$ cat src/gpmx_pkg.sv
// Package with register map, reset values and field positions.
package gpmx_pkg;
  // ----------------------------------------------------------------------
  // Register byte addresses
  // ----------------------------------------------------------------------
  localparam logic [11:0] ADDR_PORT_E_PIN_LEVELS_PINS = 12'h000;
  localparam logic [11:0] ADDR_PORT_E_PIN_LEVELS_LAT = 12'h004;
  localparam logic [11:0] ADDR_PORT_E_PIN_LEVELS_DIR = 12'h008;
  localparam logic [11:0] ADDR_PORT_G_PINS_AND_PULLUPS = 12'h00c;
  localparam logic [11:0] ADDR_SECOND_PORT_PINS_PINS = 12'h010;
  localparam logic [11:0] ADDR_SECOND_PORT_PINS_LAT = 12'h014;
  localparam logic [11:0] ADDR_SECOND_PORT_PINS_DIR = 12'h018;
  localparam logic [11:0] ADDR_ANA_LOW = 12'h01c;
  localparam logic [11:0] ADDR_ANA_HIGH = 12'h020;
  localparam logic [11:0] ADDR_CMP_CTRL = 12'h024;
  // ----------------------------------------------------------------------
  // Reset values
  // ----------------------------------------------------------------------
  localparam logic [7:0] RST_LAT = 8'h00;
  localparam logic [7:0] RST_DIR = 8'hff;
  localparam logic [7:0] RST_PORT_G_PINS_AND_PULLUPS = 8'h00;
  localparam logic [7:0] RST_ANA = 8'h00;
  localparam logic [7:0] RST_CMP = 8'h00;
  // ----------------------------------------------------------------------
  // Field positions
  // ----------------------------------------------------------------------
  localparam int PORT_G_PINS_AND_PULLUPS_PU_J_BIT = 5;
  localparam int ANA_LOW_F1_BIT = 6;
  localparam int ANA_LOW_F2_BIT = 7;
  localparam int ANA_HIGH_F3_BIT = 0;
  localparam int CMP_ENABLE_BIT = 0;
  localparam logic [7:0] PORT_G_PINS_AND_PULLUPS_WR_MASK = 8'hff;
endpackage

$ cat src/gpmx_port.sv
// Pin multiplexer and GPIO for port E (pins 5..7) and the second port.
module gpmx_port #(
  parameter bit LARGE_PKG = 1'b1
) (
  // Clock and reset
  input wire logic clk_i,
  input wire logic rst_i,
  // Configuration fuses
  input wire logic pwm1_pin_select_fuse_i,
  input wire logic pwm2_pin_select_fuse_i,
  input wire logic parallel_master_pin_select_fuse_i,
  input wire logic micro_mode_i,
  // APB slave
  input wire logic psel_i,
  input wire logic penable_i,
  input wire logic pwrite_i,
  input wire logic [11:0] paddr_i,
  input wire logic [31:0] pwdata_i,
  output logic [31:0] prdata_o,
  output logic pready_o,
  output logic pslverr_o,
  // External memory interface, bits 13..15
  input wire logic ext_bus_en_i,
  input wire logic ext_bus_drive_i,
  input wire logic [2:0] ext_bus_out_i,
  output logic [2:0] ext_bus_in_o,
  // Parallel master port
  input wire logic pm_en_i,
  input wire logic [2:0] parallel_master_addr_i,
  input wire logic pm_data_drive_i,
  input wire logic [1:0] pm_data_out_i,
  output logic [1:0] pm_data_in_o,
  // Enhanced PWM
  input wire logic pwm1_b_en_i,
  input wire logic pwm1_b_i,
  input wire logic pwm1_c_en_i,
  input wire logic pwm1_c_i,
  input wire logic pwm2_a_en_i,
  input wire logic pwm2_a_i,
  input wire logic pwm2_cmp_en_i,
  input wire logic pwm2_cmp_i,
  input wire logic pwm_shutdown_i,
  input wire logic [2:0] pwm_tristate_cfg_i,
  output logic pwm2_capture_o,
  // Comparators
  input wire logic [1:0] cmp_out_i,
  output logic [6:0] cmp_in_sel_o,
  // Analog converter channel enables (pins 1..6)
  output logic [5:0] analog_en_o,
  // Port E pins 5..7
  input wire logic [2:0] pe_pad_i,
  output logic [2:0] pe_pad_o,
  output logic [2:0] pe_pad_oe_o,
  // Second port pins 1..7
  input wire logic [6:0] pf_pad_i,
  output logic [6:0] pf_pad_o,
  output logic [6:0] pf_pad_oe_o,
  // Pull-up enables from port G
  output logic [2:0] pullup_o
);
  // ----------------------------------------------------------------------
  // Pin synchronisers
  // ----------------------------------------------------------------------
  logic [2:0] pe_s1_q, pe_s2_q;
  logic [6:0] pf_s1_q, pf_s2_q;
  always_ff @(posedge clk_i) begin
    if (rst_i) begin
      pe_s1_q <= 3'h0;
      pe_s2_q <= 3'h0;
      pf_s1_q <= 7'h00;
      pf_s2_q <= 7'h00;
    end else begin
      pe_s1_q <= pe_pad_i;
      pe_s2_q <= pe_s1_q;
      pf_s1_q <= pf_pad_i;
      pf_s2_q <= pf_s1_q;
    end
  end

  // ----------------------------------------------------------------------
  // Registers
  // ----------------------------------------------------------------------
  logic [7:0] pe_lat_q, pe_dir_q, port_g_pins_and_pullups_q;
  logic [6:0] pf_lat_q, pf_dir_q;
  logic [7:0] ana_low_q, ana_high_q, cmp_q;
  logic wr_en;
  assign wr_en = psel_i && penable_i && pwrite_i;

  // Software writes to the port land in the latch.
  always_ff @(posedge clk_i) begin
    if (rst_i) begin
      pe_lat_q <= gpmx_pkg::RST_LAT;
      pf_lat_q <= gpmx_pkg::RST_LAT[6:0];
    end else if (wr_en) begin
      if (paddr_i == gpmx_pkg::ADDR_PORT_E_PIN_LEVELS_PINS ||
          paddr_i == gpmx_pkg::ADDR_PORT_E_PIN_LEVELS_LAT) begin
        pe_lat_q <= pwdata_i[7:0];
      end
      if (paddr_i == gpmx_pkg::ADDR_SECOND_PORT_PINS_PINS ||
          paddr_i == gpmx_pkg::ADDR_SECOND_PORT_PINS_LAT) begin
        pf_lat_q <= pwdata_i[7:1];
      end
    end
  end

  always_ff @(posedge clk_i) begin
    if (rst_i) begin
      pe_dir_q <= gpmx_pkg::RST_DIR;
      pf_dir_q <= gpmx_pkg::RST_DIR[6:0];
      port_g_pins_and_pullups_q <= gpmx_pkg::RST_PORT_G_PINS_AND_PULLUPS;
    end else if (wr_en) begin
      if (paddr_i == gpmx_pkg::ADDR_PORT_E_PIN_LEVELS_DIR) begin
        pe_dir_q <= pwdata_i[7:0];
      end
      if (paddr_i == gpmx_pkg::ADDR_SECOND_PORT_PINS_DIR) begin
        pf_dir_q <= pwdata_i[7:1];
      end
      if (paddr_i == gpmx_pkg::ADDR_PORT_G_PINS_AND_PULLUPS) begin
        port_g_pins_and_pullups_q <= pwdata_i[7:0] & gpmx_pkg::PORT_G_PINS_AND_PULLUPS_WR_MASK;
      end
    end
  end

  // Analog configuration resets to all-analog.
  always_ff @(posedge clk_i) begin
    if (rst_i) begin
      ana_low_q <= gpmx_pkg::RST_ANA;
      ana_high_q <= gpmx_pkg::RST_ANA;
      cmp_q <= gpmx_pkg::RST_CMP;
    end else if (wr_en) begin
      if (paddr_i == gpmx_pkg::ADDR_ANA_LOW) begin
        ana_low_q <= pwdata_i[7:0];
      end
      if (paddr_i == gpmx_pkg::ADDR_ANA_HIGH) begin
        ana_high_q <= pwdata_i[7:0];
      end
      if (paddr_i == gpmx_pkg::ADDR_CMP_CTRL) begin
        cmp_q <= pwdata_i[7:0];
      end
    end
  end

  // ----------------------------------------------------------------------
  // Second port analog and digital selection
  // ----------------------------------------------------------------------
  // Digital enable per pin 1..6; pin 7 has no analog function.
  logic [6:0] pf_digital;
  assign pf_digital = {1'b1,
    ana_high_q[gpmx_pkg::ANA_HIGH_F3_BIT +: 4],
    ana_low_q[gpmx_pkg::ANA_LOW_F2_BIT],
    ana_low_q[gpmx_pkg::ANA_LOW_F1_BIT]};
  logic [6:0] pf_read;
  assign pf_read = pf_s2_q & pf_digital;

  // ----------------------------------------------------------------------
  // Port E pin 5..7 multiplexing
  // ----------------------------------------------------------------------
  logic pwm1_here, pwm2_here, pm_addr_here, ext_here, pm_data_here;
  assign pwm1_here = LARGE_PKG && pwm1_pin_select_fuse_i;
  assign pwm2_here = !pwm2_pin_select_fuse_i && micro_mode_i;
  assign pm_addr_here = parallel_master_pin_select_fuse_i && pm_en_i;
  assign ext_here = LARGE_PKG && ext_bus_en_i;
  assign pm_data_here = LARGE_PKG && !parallel_master_pin_select_fuse_i &&
                        pm_en_i;

  logic [2:0] pe_o_d, pe_oe_d;
  logic [2:0] pwm_en, pwm_val;
  always_comb begin
    pwm_en = {pwm2_here && (pwm2_a_en_i || pwm2_cmp_en_i),
              pwm1_here && pwm1_b_en_i,
              pwm1_here && pwm1_c_en_i};
    pwm_val = {pwm2_a_en_i ? pwm2_a_i : pwm2_cmp_i, pwm1_b_i, pwm1_c_i};
    for (int i = 0; i < 3; i++) begin
      pe_o_d[i] = pe_lat_q[5 + i];
      pe_oe_d[i] = !pe_dir_q[5 + i];
      if (ext_here) begin
        pe_o_d[i] = ext_bus_out_i[i];
        pe_oe_d[i] = ext_bus_drive_i;
      end else if (pwm_en[i] && !pe_dir_q[5 + i]) begin
        pe_o_d[i] = pwm_val[i];
        // Only PWM channels may float in shutdown; compare output stays.
        pe_oe_d[i] = !(pwm_shutdown_i && pwm_tristate_cfg_i[i] &&
                       (i != 2 || pwm2_a_en_i));
      end else if (pm_addr_here) begin
        pe_o_d[i] = parallel_master_addr_i[2 - i];
        pe_oe_d[i] = 1'b1;
      end
    end
  end

  // ----------------------------------------------------------------------
  // Second port pin multiplexing
  // ----------------------------------------------------------------------
  // Comparator outputs sit on pins 1 and 2 when enabled.
  logic [6:0] pf_o_d, pf_oe_d;
  logic cmp_on;
  assign cmp_on = cmp_q[gpmx_pkg::CMP_ENABLE_BIT];
  always_comb begin
    pf_o_d = pf_lat_q;
    pf_oe_d = ~pf_dir_q;
    if (cmp_on) begin
      pf_o_d[0] = cmp_out_i[1];
      pf_oe_d[0] = 1'b1;
      pf_o_d[1] = cmp_out_i[0];
      pf_oe_d[1] = 1'b1;
    end
    // The external bus never uses this port, so it cannot block the data.
    if (pm_data_here) begin
      pf_o_d[5:4] = {pm_data_out_i[0], pm_data_out_i[1]};
      pf_oe_d[5:4] = {2{pm_data_drive_i}};
    end
  end

  // ----------------------------------------------------------------------
  // Output flops
  // ----------------------------------------------------------------------
  always_ff @(posedge clk_i) begin
    if (rst_i) begin
      pe_pad_o <= 3'h0;
      pe_pad_oe_o <= 3'h0;
      pf_pad_o <= 7'h00;
      pf_pad_oe_o <= 7'h00;
    end else begin
      pe_pad_o <= pe_o_d;
      pe_pad_oe_o <= pe_oe_d;
      pf_pad_o <= pf_o_d;
      pf_pad_oe_o <= pf_oe_d;
    end
  end

  always_ff @(posedge clk_i) begin
    if (rst_i) begin
      ext_bus_in_o <= 3'h0;
      pm_data_in_o <= 2'h0;
      pwm2_capture_o <= 1'b0;
      cmp_in_sel_o <= 7'h00;
      analog_en_o <= 6'h3f;
      pullup_o <= 3'h0;
    end else begin
      ext_bus_in_o <= ext_here ? pe_s2_q : 3'h0;
      pm_data_in_o <= pm_data_here ? {pf_s2_q[4], pf_s2_q[5]} : 2'h0;
      pwm2_capture_o <= pwm2_here && pe_dir_q[7] && pe_s2_q[2];
      cmp_in_sel_o <= cmp_on ? 7'h7c : 7'h00;
      analog_en_o <= ~pf_digital[5:0];
      pullup_o <= {port_g_pins_and_pullups_q[7:6], LARGE_PKG &
                   port_g_pins_and_pullups_q[gpmx_pkg::PORT_G_PINS_AND_PULLUPS_PU_J_BIT]};
    end
  end

  // ----------------------------------------------------------------------
  // APB read path
  // ----------------------------------------------------------------------
  logic [7:0] rd_d;
  logic hit;
  always_comb begin
    hit = 1'b1;
    rd_d = 8'h00;
    case (paddr_i)
      gpmx_pkg::ADDR_PORT_E_PIN_LEVELS_PINS: rd_d = {pe_s2_q, 5'h00};
      gpmx_pkg::ADDR_PORT_E_PIN_LEVELS_LAT: rd_d = pe_lat_q;
      gpmx_pkg::ADDR_PORT_E_PIN_LEVELS_DIR: rd_d = pe_dir_q;
      gpmx_pkg::ADDR_PORT_G_PINS_AND_PULLUPS: begin
        rd_d = port_g_pins_and_pullups_q;
        rd_d[gpmx_pkg::PORT_G_PINS_AND_PULLUPS_PU_J_BIT] = LARGE_PKG &
          port_g_pins_and_pullups_q[gpmx_pkg::PORT_G_PINS_AND_PULLUPS_PU_J_BIT];
      end
      gpmx_pkg::ADDR_SECOND_PORT_PINS_PINS: rd_d = {pf_read, 1'b0};
      gpmx_pkg::ADDR_SECOND_PORT_PINS_LAT: rd_d = {pf_lat_q, 1'b0};
      gpmx_pkg::ADDR_SECOND_PORT_PINS_DIR: rd_d = {pf_dir_q, 1'b0};
      gpmx_pkg::ADDR_ANA_LOW: rd_d = ana_low_q;
      gpmx_pkg::ADDR_ANA_HIGH: rd_d = ana_high_q;
      gpmx_pkg::ADDR_CMP_CTRL: rd_d = cmp_q;
      default: hit = 1'b0;
    endcase
  end

  // Zero wait state: ready is raised in every access phase.
  always_ff @(posedge clk_i) begin
    if (rst_i) begin
      prdata_o <= 32'h0000_0000;
      pready_o <= 1'b0;
      pslverr_o <= 1'b0;
    end else begin
      pready_o <= psel_i && !penable_i;
      pslverr_o <= psel_i && !penable_i && !hit;
      prdata_o <= (psel_i && !penable_i && !pwrite_i) ?
                  {24'h000000, rd_d} : 32'h0000_0000;
    end
  end

  // ----------------------------------------------------------------------
  // Checks
  // ----------------------------------------------------------------------
  // Pin outputs are registered, so every check looks one edge later.
  a_ext_priority: assert property (
    @(posedge clk_i) disable iff (rst_i)
    ext_here && ext_bus_drive_i |=> pe_pad_oe_o == 3'h7
      && pe_pad_o == $past(ext_bus_out_i))
    else $error("external bus lost pin priority");
  a_pwm_override: assert property (
    @(posedge clk_i) disable iff (rst_i)
    !ext_here && pwm1_here && pwm1_c_en_i && !pe_dir_q[5] && !pwm_shutdown_i
    |=> pe_pad_oe_o[0] && pe_pad_o[0] == $past(pwm1_c_i))
    else $error("pwm did not override pin 5");
  a_shutdown_tri: assert property (
    @(posedge clk_i) disable iff (rst_i)
    !ext_here && pwm1_here && pwm1_b_en_i && !pe_dir_q[6] &&
    pwm_shutdown_i && pwm_tristate_cfg_i[1] |=> !pe_pad_oe_o[1])
    else $error("pwm pin not tri-stated in shutdown");
  a_pm_addr: assert property (
    @(posedge clk_i) disable iff (rst_i)
    !ext_here && !(|pwm_en) && pm_addr_here |=> pe_pad_oe_o == 3'h7
      && pe_pad_o[2] == $past(parallel_master_addr_i[0]))
    else $error("pin 7 lacks address bit 9");
  a_capture_in: assert property (
    @(posedge clk_i) disable iff (rst_i)
    pwm2_here && pe_dir_q[7] ##1 $stable(pe_dir_q) && pwm2_here
    |=> pwm2_capture_o == $past(pe_s2_q[2]))
    else $error("capture input not fed");
  a_analog_zero: assert property (
    @(posedge clk_i) disable iff (rst_i)
    !psel_i ##1 psel_i && !penable_i && !pwrite_i &&
    paddr_i == gpmx_pkg::ADDR_SECOND_PORT_PINS_PINS && ana_low_q == 8'h00 &&
    ana_high_q == 8'h00 |=> prdata_o[6:1] == 6'h00)
    else $error("analog pins read nonzero");
  a_pullup_j: assert property (
    @(posedge clk_i) disable iff (rst_i)
    !LARGE_PKG |=> !pullup_o[0])
    else $error("port J pull-up set on small package");
  a_latch_drive: assert property (
    @(posedge clk_i) disable iff (rst_i)
    !cmp_on && !pm_data_here && !pf_dir_q[6] |=>
      pf_pad_oe_o[6] && pf_pad_o[6] == $past(pf_lat_q[6]))
    else $error("latch drive lost on pin 7");
  a_pm_data: assert property (
    @(posedge clk_i) disable iff (rst_i)
    pm_data_here && pm_data_drive_i |=> pf_pad_oe_o[5:4] == 2'h3
      && pf_pad_o[5] == $past(pm_data_out_i[0])
      && pf_pad_o[4] == $past(pm_data_out_i[1]))
    else $error("parallel master data missing on second port");
  a_cmp_out: assert property (
    @(posedge clk_i) disable iff (rst_i)
    cmp_on |=> pf_pad_oe_o[1:0] == 2'h3 && pf_pad_o[0] == $past(cmp_out_i[1])
      && pf_pad_o[1] == $past(cmp_out_i[0]))
    else $error("comparator outputs not on pins 1 and 2");
  a_apb_ready: assert property (@(posedge clk_i) disable iff (rst_i)
    psel_i && !penable_i |=> pready_o ##1 !pready_o || (psel_i && !penable_i))
    else $error("ready not a single cycle");

  c_ext_bus: cover property (@(posedge clk_i) ext_here && ext_bus_drive_i);
  c_pwm_shut: cover property (@(posedge clk_i) pwm_shutdown_i && |pwm_en);
  c_pf_digital: cover property (@(posedge clk_i) &pf_digital);
  c_apb_err: cover property (@(posedge clk_i) pslverr_o);
  c_capture: cover property (@(posedge clk_i) pwm2_capture_o);
endmodule

$ cat config.mk
export PLATFORM = sky130hd
export DESIGN_NAME = gpmx_port
export DESIGN_NICKNAME = d
export VERILOG_FILES = /design/src/gpmx_pkg.sv /design/src/gpmx_port.sv
export SDC_FILE = /design/constraint.sdc
export NUM_CORES = 1
export LEC_CHECK = 0
export BUFFER_PORTS_ARGS = -buffer_cell sky130_fd_sc_hd__buf_4
export CAP_MARGIN = 20
export CORE_MARGIN = 1.5
export CORE_UTILIZATION = 40
export CTS_CLUSTER_SIZE = 20
export DETAILED_ROUTE_END_ITERATION = 12
export GPL_ROUTABILITY_DRIVEN = 0
export PLACE_DENSITY = 0.77
export SYNTH_ARGS = -nofsm -noshare
export SYNTH_HDL_FRONTEND = slang
export SYNTH_SLANG_ARGS = --single-unit
$ cat constraint.sdc
create_clock -name clk_i -period 7.2 [get_ports clk_i]
set_input_delay 1.08 -clock clk_i [delete_from_list [all_inputs] [get_ports clk_i]]
set_output_delay 1.08 -clock clk_i [all_outputs]
set_load 0.1 [all_outputs]
**After elaboration in Yosys (flattened, before gate mapping)**

Cells that the tools add are included.

- $add $sub $neg: 0
- Order comparisons: 0
- Shifts and indexed selects: 0
- Equality and inequality tests: 9
- Muxes and demuxes: 26
- Reduce and logical (&&, ||, !) cells: 47
- Bitwise operators: 6
- $mul: 0
- Div/mod/pow operators: 0

Operators with widths:

| kind | number |
|---|---|
| one-hot mux 8 bit (10 select lines) | 1 |
| == test 12 x 5 -> 1 bit, second input constant | 4 |
| == test 12 x 4 -> 1 bit, second input constant | 2 |
| == test 12 x 6 -> 1 bit, second input constant | 2 |
| logical AND 1 bit | 20 |
| two-way mux 1 bit | 20 |
| AND reduction 2 bit | 8 |
| == test 12 x 3 -> 1 bit, second input constant | 1 |
| logical NOT 12 bit | 1 |
| logical NOT 1 bit | 11 |
| OR reduction 10 bit | 1 |
| two-way mux 2 bit | 4 |
| AND 7 bit | 1 |
| two-way mux 7 bit | 1 |
| NOT 7 bit | 1 |
| NOT 6 bit | 1 |
| OR reduction 2 bit | 3 |
| logical OR 1 bit | 3 |
| NOT 1 bit | 3 |

- ROM bits: 0
- Output and inout port bits: 76
- Bits in writable memories: 0
- Memories: 0
- Latch bits: 0
- Logic and storage cells: 114
- Bits in registers: 158
- Input port bits: 89

**Logic depth before layout (Yosys ltp)**

Gate-level depths: netlist (run 1).

- Word-level depth: 6
- Gate-level depth with buffers: 8
- Depth with buffers taken out: 5

**Worst setup path after synthesis (run 1)**

No wires, ideal clock.

- Path type: in2reg
- Start: in paddr_i[9]
- End: reg pf_dir_q[6]
- Buffers on the path: 3
- Setup slack: 4131 ps
- Arrival: 2951 ps
- Library setup time: 118 ps
- Cell stages on the path: 8
- Required time: 7082 ps
- Cell sequence: or4_4 or4b_1 buf_6 or3_1 clkbuf_1 buf_6 nor3_2 a21oi_1

- Cells in the longest elaborated chain, start to end: 2

RTL lines:

| item | RTL line | text |
|---|---|---|
| from (decl) | gpmx_port.sv:17 | `input wire logic [11:0] paddr_i,` |
| == test 12 x 5 -> 1 bit | gpmx_port.sv:115 | `if (paddr_i == gpmx_pkg::ADDR_SECOND_PORT_PINS_DIR) begin` |
| AND reduction 2 bit (no line) | -- |  |
| to (signal assigned) | gpmx_port.sv:109 | `pf_dir_q <= gpmx_pkg::RST_DIR[6:0];` |
| to (signal assigned) | gpmx_port.sv:116 | `pf_dir_q <= pwdata_i[7:1];` |
| to (decl) | gpmx_port.sv:84 | `logic [6:0] pf_lat_q, pf_dir_q;` |

Every way passes these cells.
A chain may end at the register's enable or synchronous reset.

**Final worst setup path (run 1)**

- Start: in paddr_i[9]
- End: reg pf_dir_q[3]

Same word-level chain as after synthesis.

==> impl_metrics.env, run 1 <==
export IMPL_status="finished clean"
export IMPL_dpl_cell_area_um2=6071
export IMPL_insertion_delay_ps=420
export IMPL_ant_nets=0
export IMPL_power_mw=1.717
export IMPL_cts_resized=0
export IMPL_arrival_ps=3730
export IMPL_ys_types=47
export IMPL_finalSetupViolCount=0
export IMPL_cts_clk_slew_worst_paths_ps=60
export IMPL_post_route_period_util_pct=48.14
export IMPL_grt_start_max_net_pins=79
export IMPL_drive_gt1_share_pct=25.00
export IMPL_cts_buffers=17
export IMPL_maxSlewViolCount=0
export IMPL_critPathMaxFanout=15
export IMPL_rows=41
export IMPL_ys_flop_type="dfxtp_1"
export IMPL_final_cells=836
export IMPL_grt_pass1_vias=4213
export IMPL_hold_viol_final=0
export IMPL_critPathMaxStageDelay_ps=870
export IMPL_pre_cts_ws_ps=3437
export IMPL_globalRouteOverflowTotal=0
export IMPL_tightest_slew_ps=1029
export IMPL_timing_setup_tns_ps=0
export IMPL_finalCriticalPeriod_ps=3466
export IMPL_antenna_found_initial=0
export IMPL_whs_ps=426.6
export IMPL_drt_pass1_iter_count=6
export IMPL_synthTopCellsByCount="dfxtp_1 (128), nor2_1 (66), mux2i_1 (53), nand2_1 (40)"
export IMPL_core_area_um2=12770
export IMPL_syn_avg_cell_area_um2=9.453
export IMPL_yosysWarnings=0
export IMPL_cts_max_level=4
export IMPL_fin_skew_ps=6.764
export IMPL_first_iter_violations=375
export IMPL_cp_start_kind="input pin"
export IMPL_initial_utilization_pct=41.44
export IMPL_rsz0062_at_grt="no"
export IMPL_die_w_um=118.0
export IMPL_routed_wl_um=13660
export IMPL_avgRoutedWirePerCell_um=16.33
export IMPL_path_cells="buf_4, or4_4, or4b_1, or3_1, nor3_1, a21oi_1"
export IMPL_p_leak_nw=2.650
export IMPL_synthArstFlopShare_pct=0
export IMPL_die_h_um=118.0
export IMPL_dp_cells=805
export IMPL_slowest_stage="or4b_1"
export IMPL_syn_instance_count=560
export IMPL_slew_headroom_pct=30.85
export IMPL_clkSinkCount=128
export IMPL_synth_top_area_share_pct=48.40
export IMPL_crit_type="in -> reg"
export IMPL_required_ps=7460
export IMPL_area_growth_pct=25.45
export IMPL_grt_usage_pct=19.69
export IMPL_max_cap_violations=0
export IMPL_num_vias=4369
export IMPL_via_per_inst=5.226
export IMPL_ys_ff_latch=128
export IMPL_layout_setup_ws_ps=3734
export IMPL_synth_area_top_cells="dfxtp_1 (48%), mux2i_1 (10%), nor2_1 (4.7%)"
export IMPL_post_cts_buffers=0
export IMPL_drc=0
export IMPL_seq_area_frac_synth_pct=48.40
export IMPL_min_path_type="reg -> reg"
export IMPL_p_per_area_nw_per_um2=258.5
export IMPL_synth_top_cell_by_area="dfxtp_1"
export IMPL_cts_root_buf="clkbuf_16"
export IMPL_end_kind="flip-flop"
export IMPL_diodes=0
export IMPL_hpwl_um=9512
export IMPL_port_buffers=114
export IMPL_fmax_mhz=288.5
export IMPL_nets=741
export IMPL_ios=165
export IMPL_cts_tree="yes"
export IMPL_grt_pass1_wl_um=21380
export IMPL_clockBufferDepth=2
export IMPL_die_area_um2=13930
export IMPL_peakVddDrop_uv=129.5
export IMPL_synth_edf_count=0
export IMPL_final_area_um2=6641
export IMPL_ctsHoldBuffers=0
export IMPL_final_util_pct=51.99
export IMPL_yosys_cell_count_top_type="dfxtp_1"
export IMPL_synth_area_um2=5294
==> final timing paths <==
path	slack [ps]	startpoint	to	depth (start not counted)
setup reg to reg	5830	ana_low_q[7]	prdata_o[2]	4
hold reg to reg	430	ana_high_q[2]	analog_en_o[4]	1
hold / removal	430	ana_high_q[2]	analog_en_o[4]	1
setup / recovery	3730	paddr_i[9]	pf_dir_q[3]	6
==> final cells by class <==
cell class,count,area (µm²)
clock inverters,14,145.1
flip-flops and latches,128,2562
repair buffers,115,863.3
multi-input cells,386,2415
well taps,172,215.2
fillers,1136,6132
inverters,4,15.01
clock buffers,17,425.4
==> worst max-delay path, delay by kind of cell <==
family | cells | cell delay [ps]
compound gates | 1 | 80
buf+inv | 1 | 110
simple gates | 4 | 2450
==> report_power, final <==
part | internal, mW | switching [mW] | total [mW]
clock network | 0.504 | 0.315 | 0.820
registers | 0.717 | 0.00284 | 0.720
logic | 0.0430 | 0.134 | 0.177
==> layer usage <==
layer  up-vias  GRT usage [%]  part of all wire, %
met5         -              0                    0
met4         0          9.756                  3.0
met3        37          5.620                  9.4
met2       246          32.42                   49
met1      2041          23.51                   38
li1       2045              -                    -
==> layout by cell type (no fill, tap or decap), types with 3 or more instances in the layout <==
cell,netlist,final
a211o_1,8,8
a21oi_1,38,38
a221oi_1,4,4
a22oi_1,4,4
a31oi_1,4,4
and2_1,5,5
and3_1,6,6
buf_4,31,115
clkbuf_16,0,17
clkinv_2,0,3
clkinvlp_4,0,7
conb_1,1,26
dfxtp_1,128,128
inv_1,4,4
mux2_2,8,8
mux2i_1,53,53
nand2_1,40,40
nand2b_1,14,14
nand3_1,5,5
nand3b_1,5,5
nor2_1,66,66
nor2b_1,38,38
nor3_1,8,8
nor3_2,3,3
nor3_4,5,5
o21ai_0,17,17
o22ai_1,5,5
==> cells by family after synthesis <==
group                  count (synthesis)  share of synthesized area (%)
and+or+nand+nor                      206                          20.80
DFF                                  128                          48.40
AOI/OAI and AO/OA                     92                          10.83
buffers and inverters                 71                          7.752
muxes                                 62                          12.15
other                                  1                        0.07084
==> registers in the layout (all words and copies together), names as in the netlist, 8 cells and up <==
signal	cells
ana_low_q	8
ana_high_q	8
pe_dir_q	8
port_g_pins_and_pullups_q	8
cmp_q	8
pe_lat_q	8
prdata_o	8
No activity file was read; power rests on OpenSTA's default activity.
==> inputs of run 2 (changes only) <==
==> constraint.sdc (replaced) <==
create_clock -name clk_i -period 3.4 [get_ports clk_i]
set_input_delay 0.51 -clock clk_i [delete_from_list [all_inputs] [get_ports clk_i]]
set_output_delay 0.51 -clock clk_i [all_outputs]
set_load 0.1 [all_outputs]
==> impl_metrics.env, run 2 (synthesis results as in run 1) <==
export IMPL_clockBufferDepth=2
export IMPL_whs_ps=304.3
export IMPL_cts_tree="yes"
export IMPL_core_area_um2=12770
export IMPL_critPathTopFamily="simple AND/OR/NAND/NOR gates"
export IMPL_die_w_um=118.0
export IMPL_grt_pass1_wl_um=21560
export IMPL_via_per_inst=5.214
export IMPL_routed_wl_um=13680
export IMPL_cts_buffers=17
export IMPL_path_cells="buf_4, or4_4, or4b_1, buf_4, or3_1, nor3_1, a21oi_1"
export IMPL_clkSinkCount=128
export IMPL_post_route_period_util_pct=74.64
export IMPL_finalSetupViolCount=0
export IMPL_drt_pass1_iter_count=5
export IMPL_insertion_delay_ps=420
export IMPL_status="finished clean"
export IMPL_p_leak_nw=2.695
export IMPL_initial_utilization_pct=41.44
export IMPL_critPathMaxFanout=15
export IMPL_area_growth_pct=26.28
export IMPL_min_path_type="in -> reg"
export IMPL_cts_clk_slew_worst_paths_ps=60
export IMPL_power_mw=3.601
export IMPL_finalCriticalPeriod_ps=2538
export IMPL_required_ps=3670
export IMPL_num_vias=4401
export IMPL_crit_type="in -> reg"
export IMPL_maxSlewViolCount=0
export IMPL_path_buf_inv=2
export IMPL_final_common_cell="dfxtp_1"
export IMPL_grt_usage_pct=19.78
export IMPL_crit_top_cell="buf_4"
export IMPL_die_h_um=118.0
export IMPL_slowest_stage="or3_1"
export IMPL_seqCellArea_um2=2562
export IMPL_ios=165
export IMPL_hold_viol_final=0
export IMPL_diodes=0
export IMPL_cp_start_kind="input pin"
export IMPL_die_area_um2=13930
export IMPL_cts_root_buf="clkbuf_16"
export IMPL_timing_setup_tns_ps=0
export IMPL_fmax_mhz=394.1
export IMPL_first_iter_violations=362
export IMPL_reg2reg_slack_ps=2020
export IMPL_grt_start_max_net_pins=78
export IMPL_globalRouteOverflowTotal=0
export IMPL_p_per_area_nw_per_um2=538.6
export IMPL_drc=0
export IMPL_end_kind="flip-flop"
export IMPL_grt_pass1_vias=4311
export IMPL_drive_gt1_share_pct=25.74
export IMPL_antenna_found_initial=0
export IMPL_rows=41
export IMPL_nets=748
export IMPL_slew_headroom_pct=30.28
export IMPL_fin_skew_ps=8.262
export IMPL_final_cells=844
export IMPL_post_cts_buffers=0
export IMPL_nFillCells=1115
export IMPL_tightest_slew_ps=1038
export IMPL_port_buffers=114
export IMPL_final_util_pct=52.34
export IMPL_critPathMaxStageDelay_ps=620
export IMPL_ant_nets=0
export IMPL_dp_cells=812
export IMPL_cts_max_level=4
export IMPL_rsz0062_at_grt="no"
export IMPL_avgRoutedWirePerCell_um=16.21
export IMPL_max_cap_violations=0
export IMPL_multi_input_area_um2=2415
export IMPL_arrival_ps=2810
export IMPL_cts_resized=0
export IMPL_layout_common_cells="dfxtp_1 (128), buf_4 (122), nor2_1 (66)"
export IMPL_hpwl_um=9600
export IMPL_ctsHoldBuffers=0
export IMPL_peakVddDrop_uv=284.7
[run 2: cell types whose count changed in the layout (fill, tap and decap cells not counted)]
cell,previous run,this run
inv_6,0,4
clkinv_2,3,2
clkinv_4,2,4
clkbuf_1,0,1
buf_4,115,122
clkinvlp_4,7,3
bufinv_16,2,1
[run 2: worst paths after layout]
check	startpoint	end	cells past startpoint
max	paddr_i[9]	pf_dir_q[3]	7
min	pf_pad_i[4]	pf_s1_q[4]	2
max reg2reg	ana_low_q[7]	prdata_o[2]	4
min reg2reg	pf_s1_q[4]	pf_s2_q[4]	1
[run 2: per-layer routing]
metal	track usage, %	wire (µm)
met1	22.81	5307
met2	32.20	6588
met3	5.329	1091
met4	13.11	690
met5	0	0
[run 2: through the flow]
stage / setup WS [ps] / cell area, µm²
floorplan: 901.1 / 5388
global placement: 546.6 / 6123
detailed placement: 476.1 / 6123
CTS: 901.9 / 6685
global route: 801.3 / 6685
finish: 862.4 / 6685
[run 2: area by class of cell]
cell class              instances  share of cell area, %
flip-flops and latches        128                  38.33
multi-input cells             386                  36.12
repair buffers                122                  13.70
clock buffers                  18                  6.420
well taps                     172                  3.219
clock inverters                14                  1.984
inverters                       4                 0.2246
[run 2: where the power goes]
| group | switching (mW) | total [mW] | leakage, nW | internal, mW |
|---|---|---|---|---|
| sequential | 0.00635 | 1.52 | 1.04 | 1.52 |
| clock | 0.688 | 1.70 | 0.268 | 1.01 |
| combinational | 0.283 | 0.375 | 1.39 | 0.0921 |
| total | 0.977 | 3.60 | 2.70 | 2.62 |
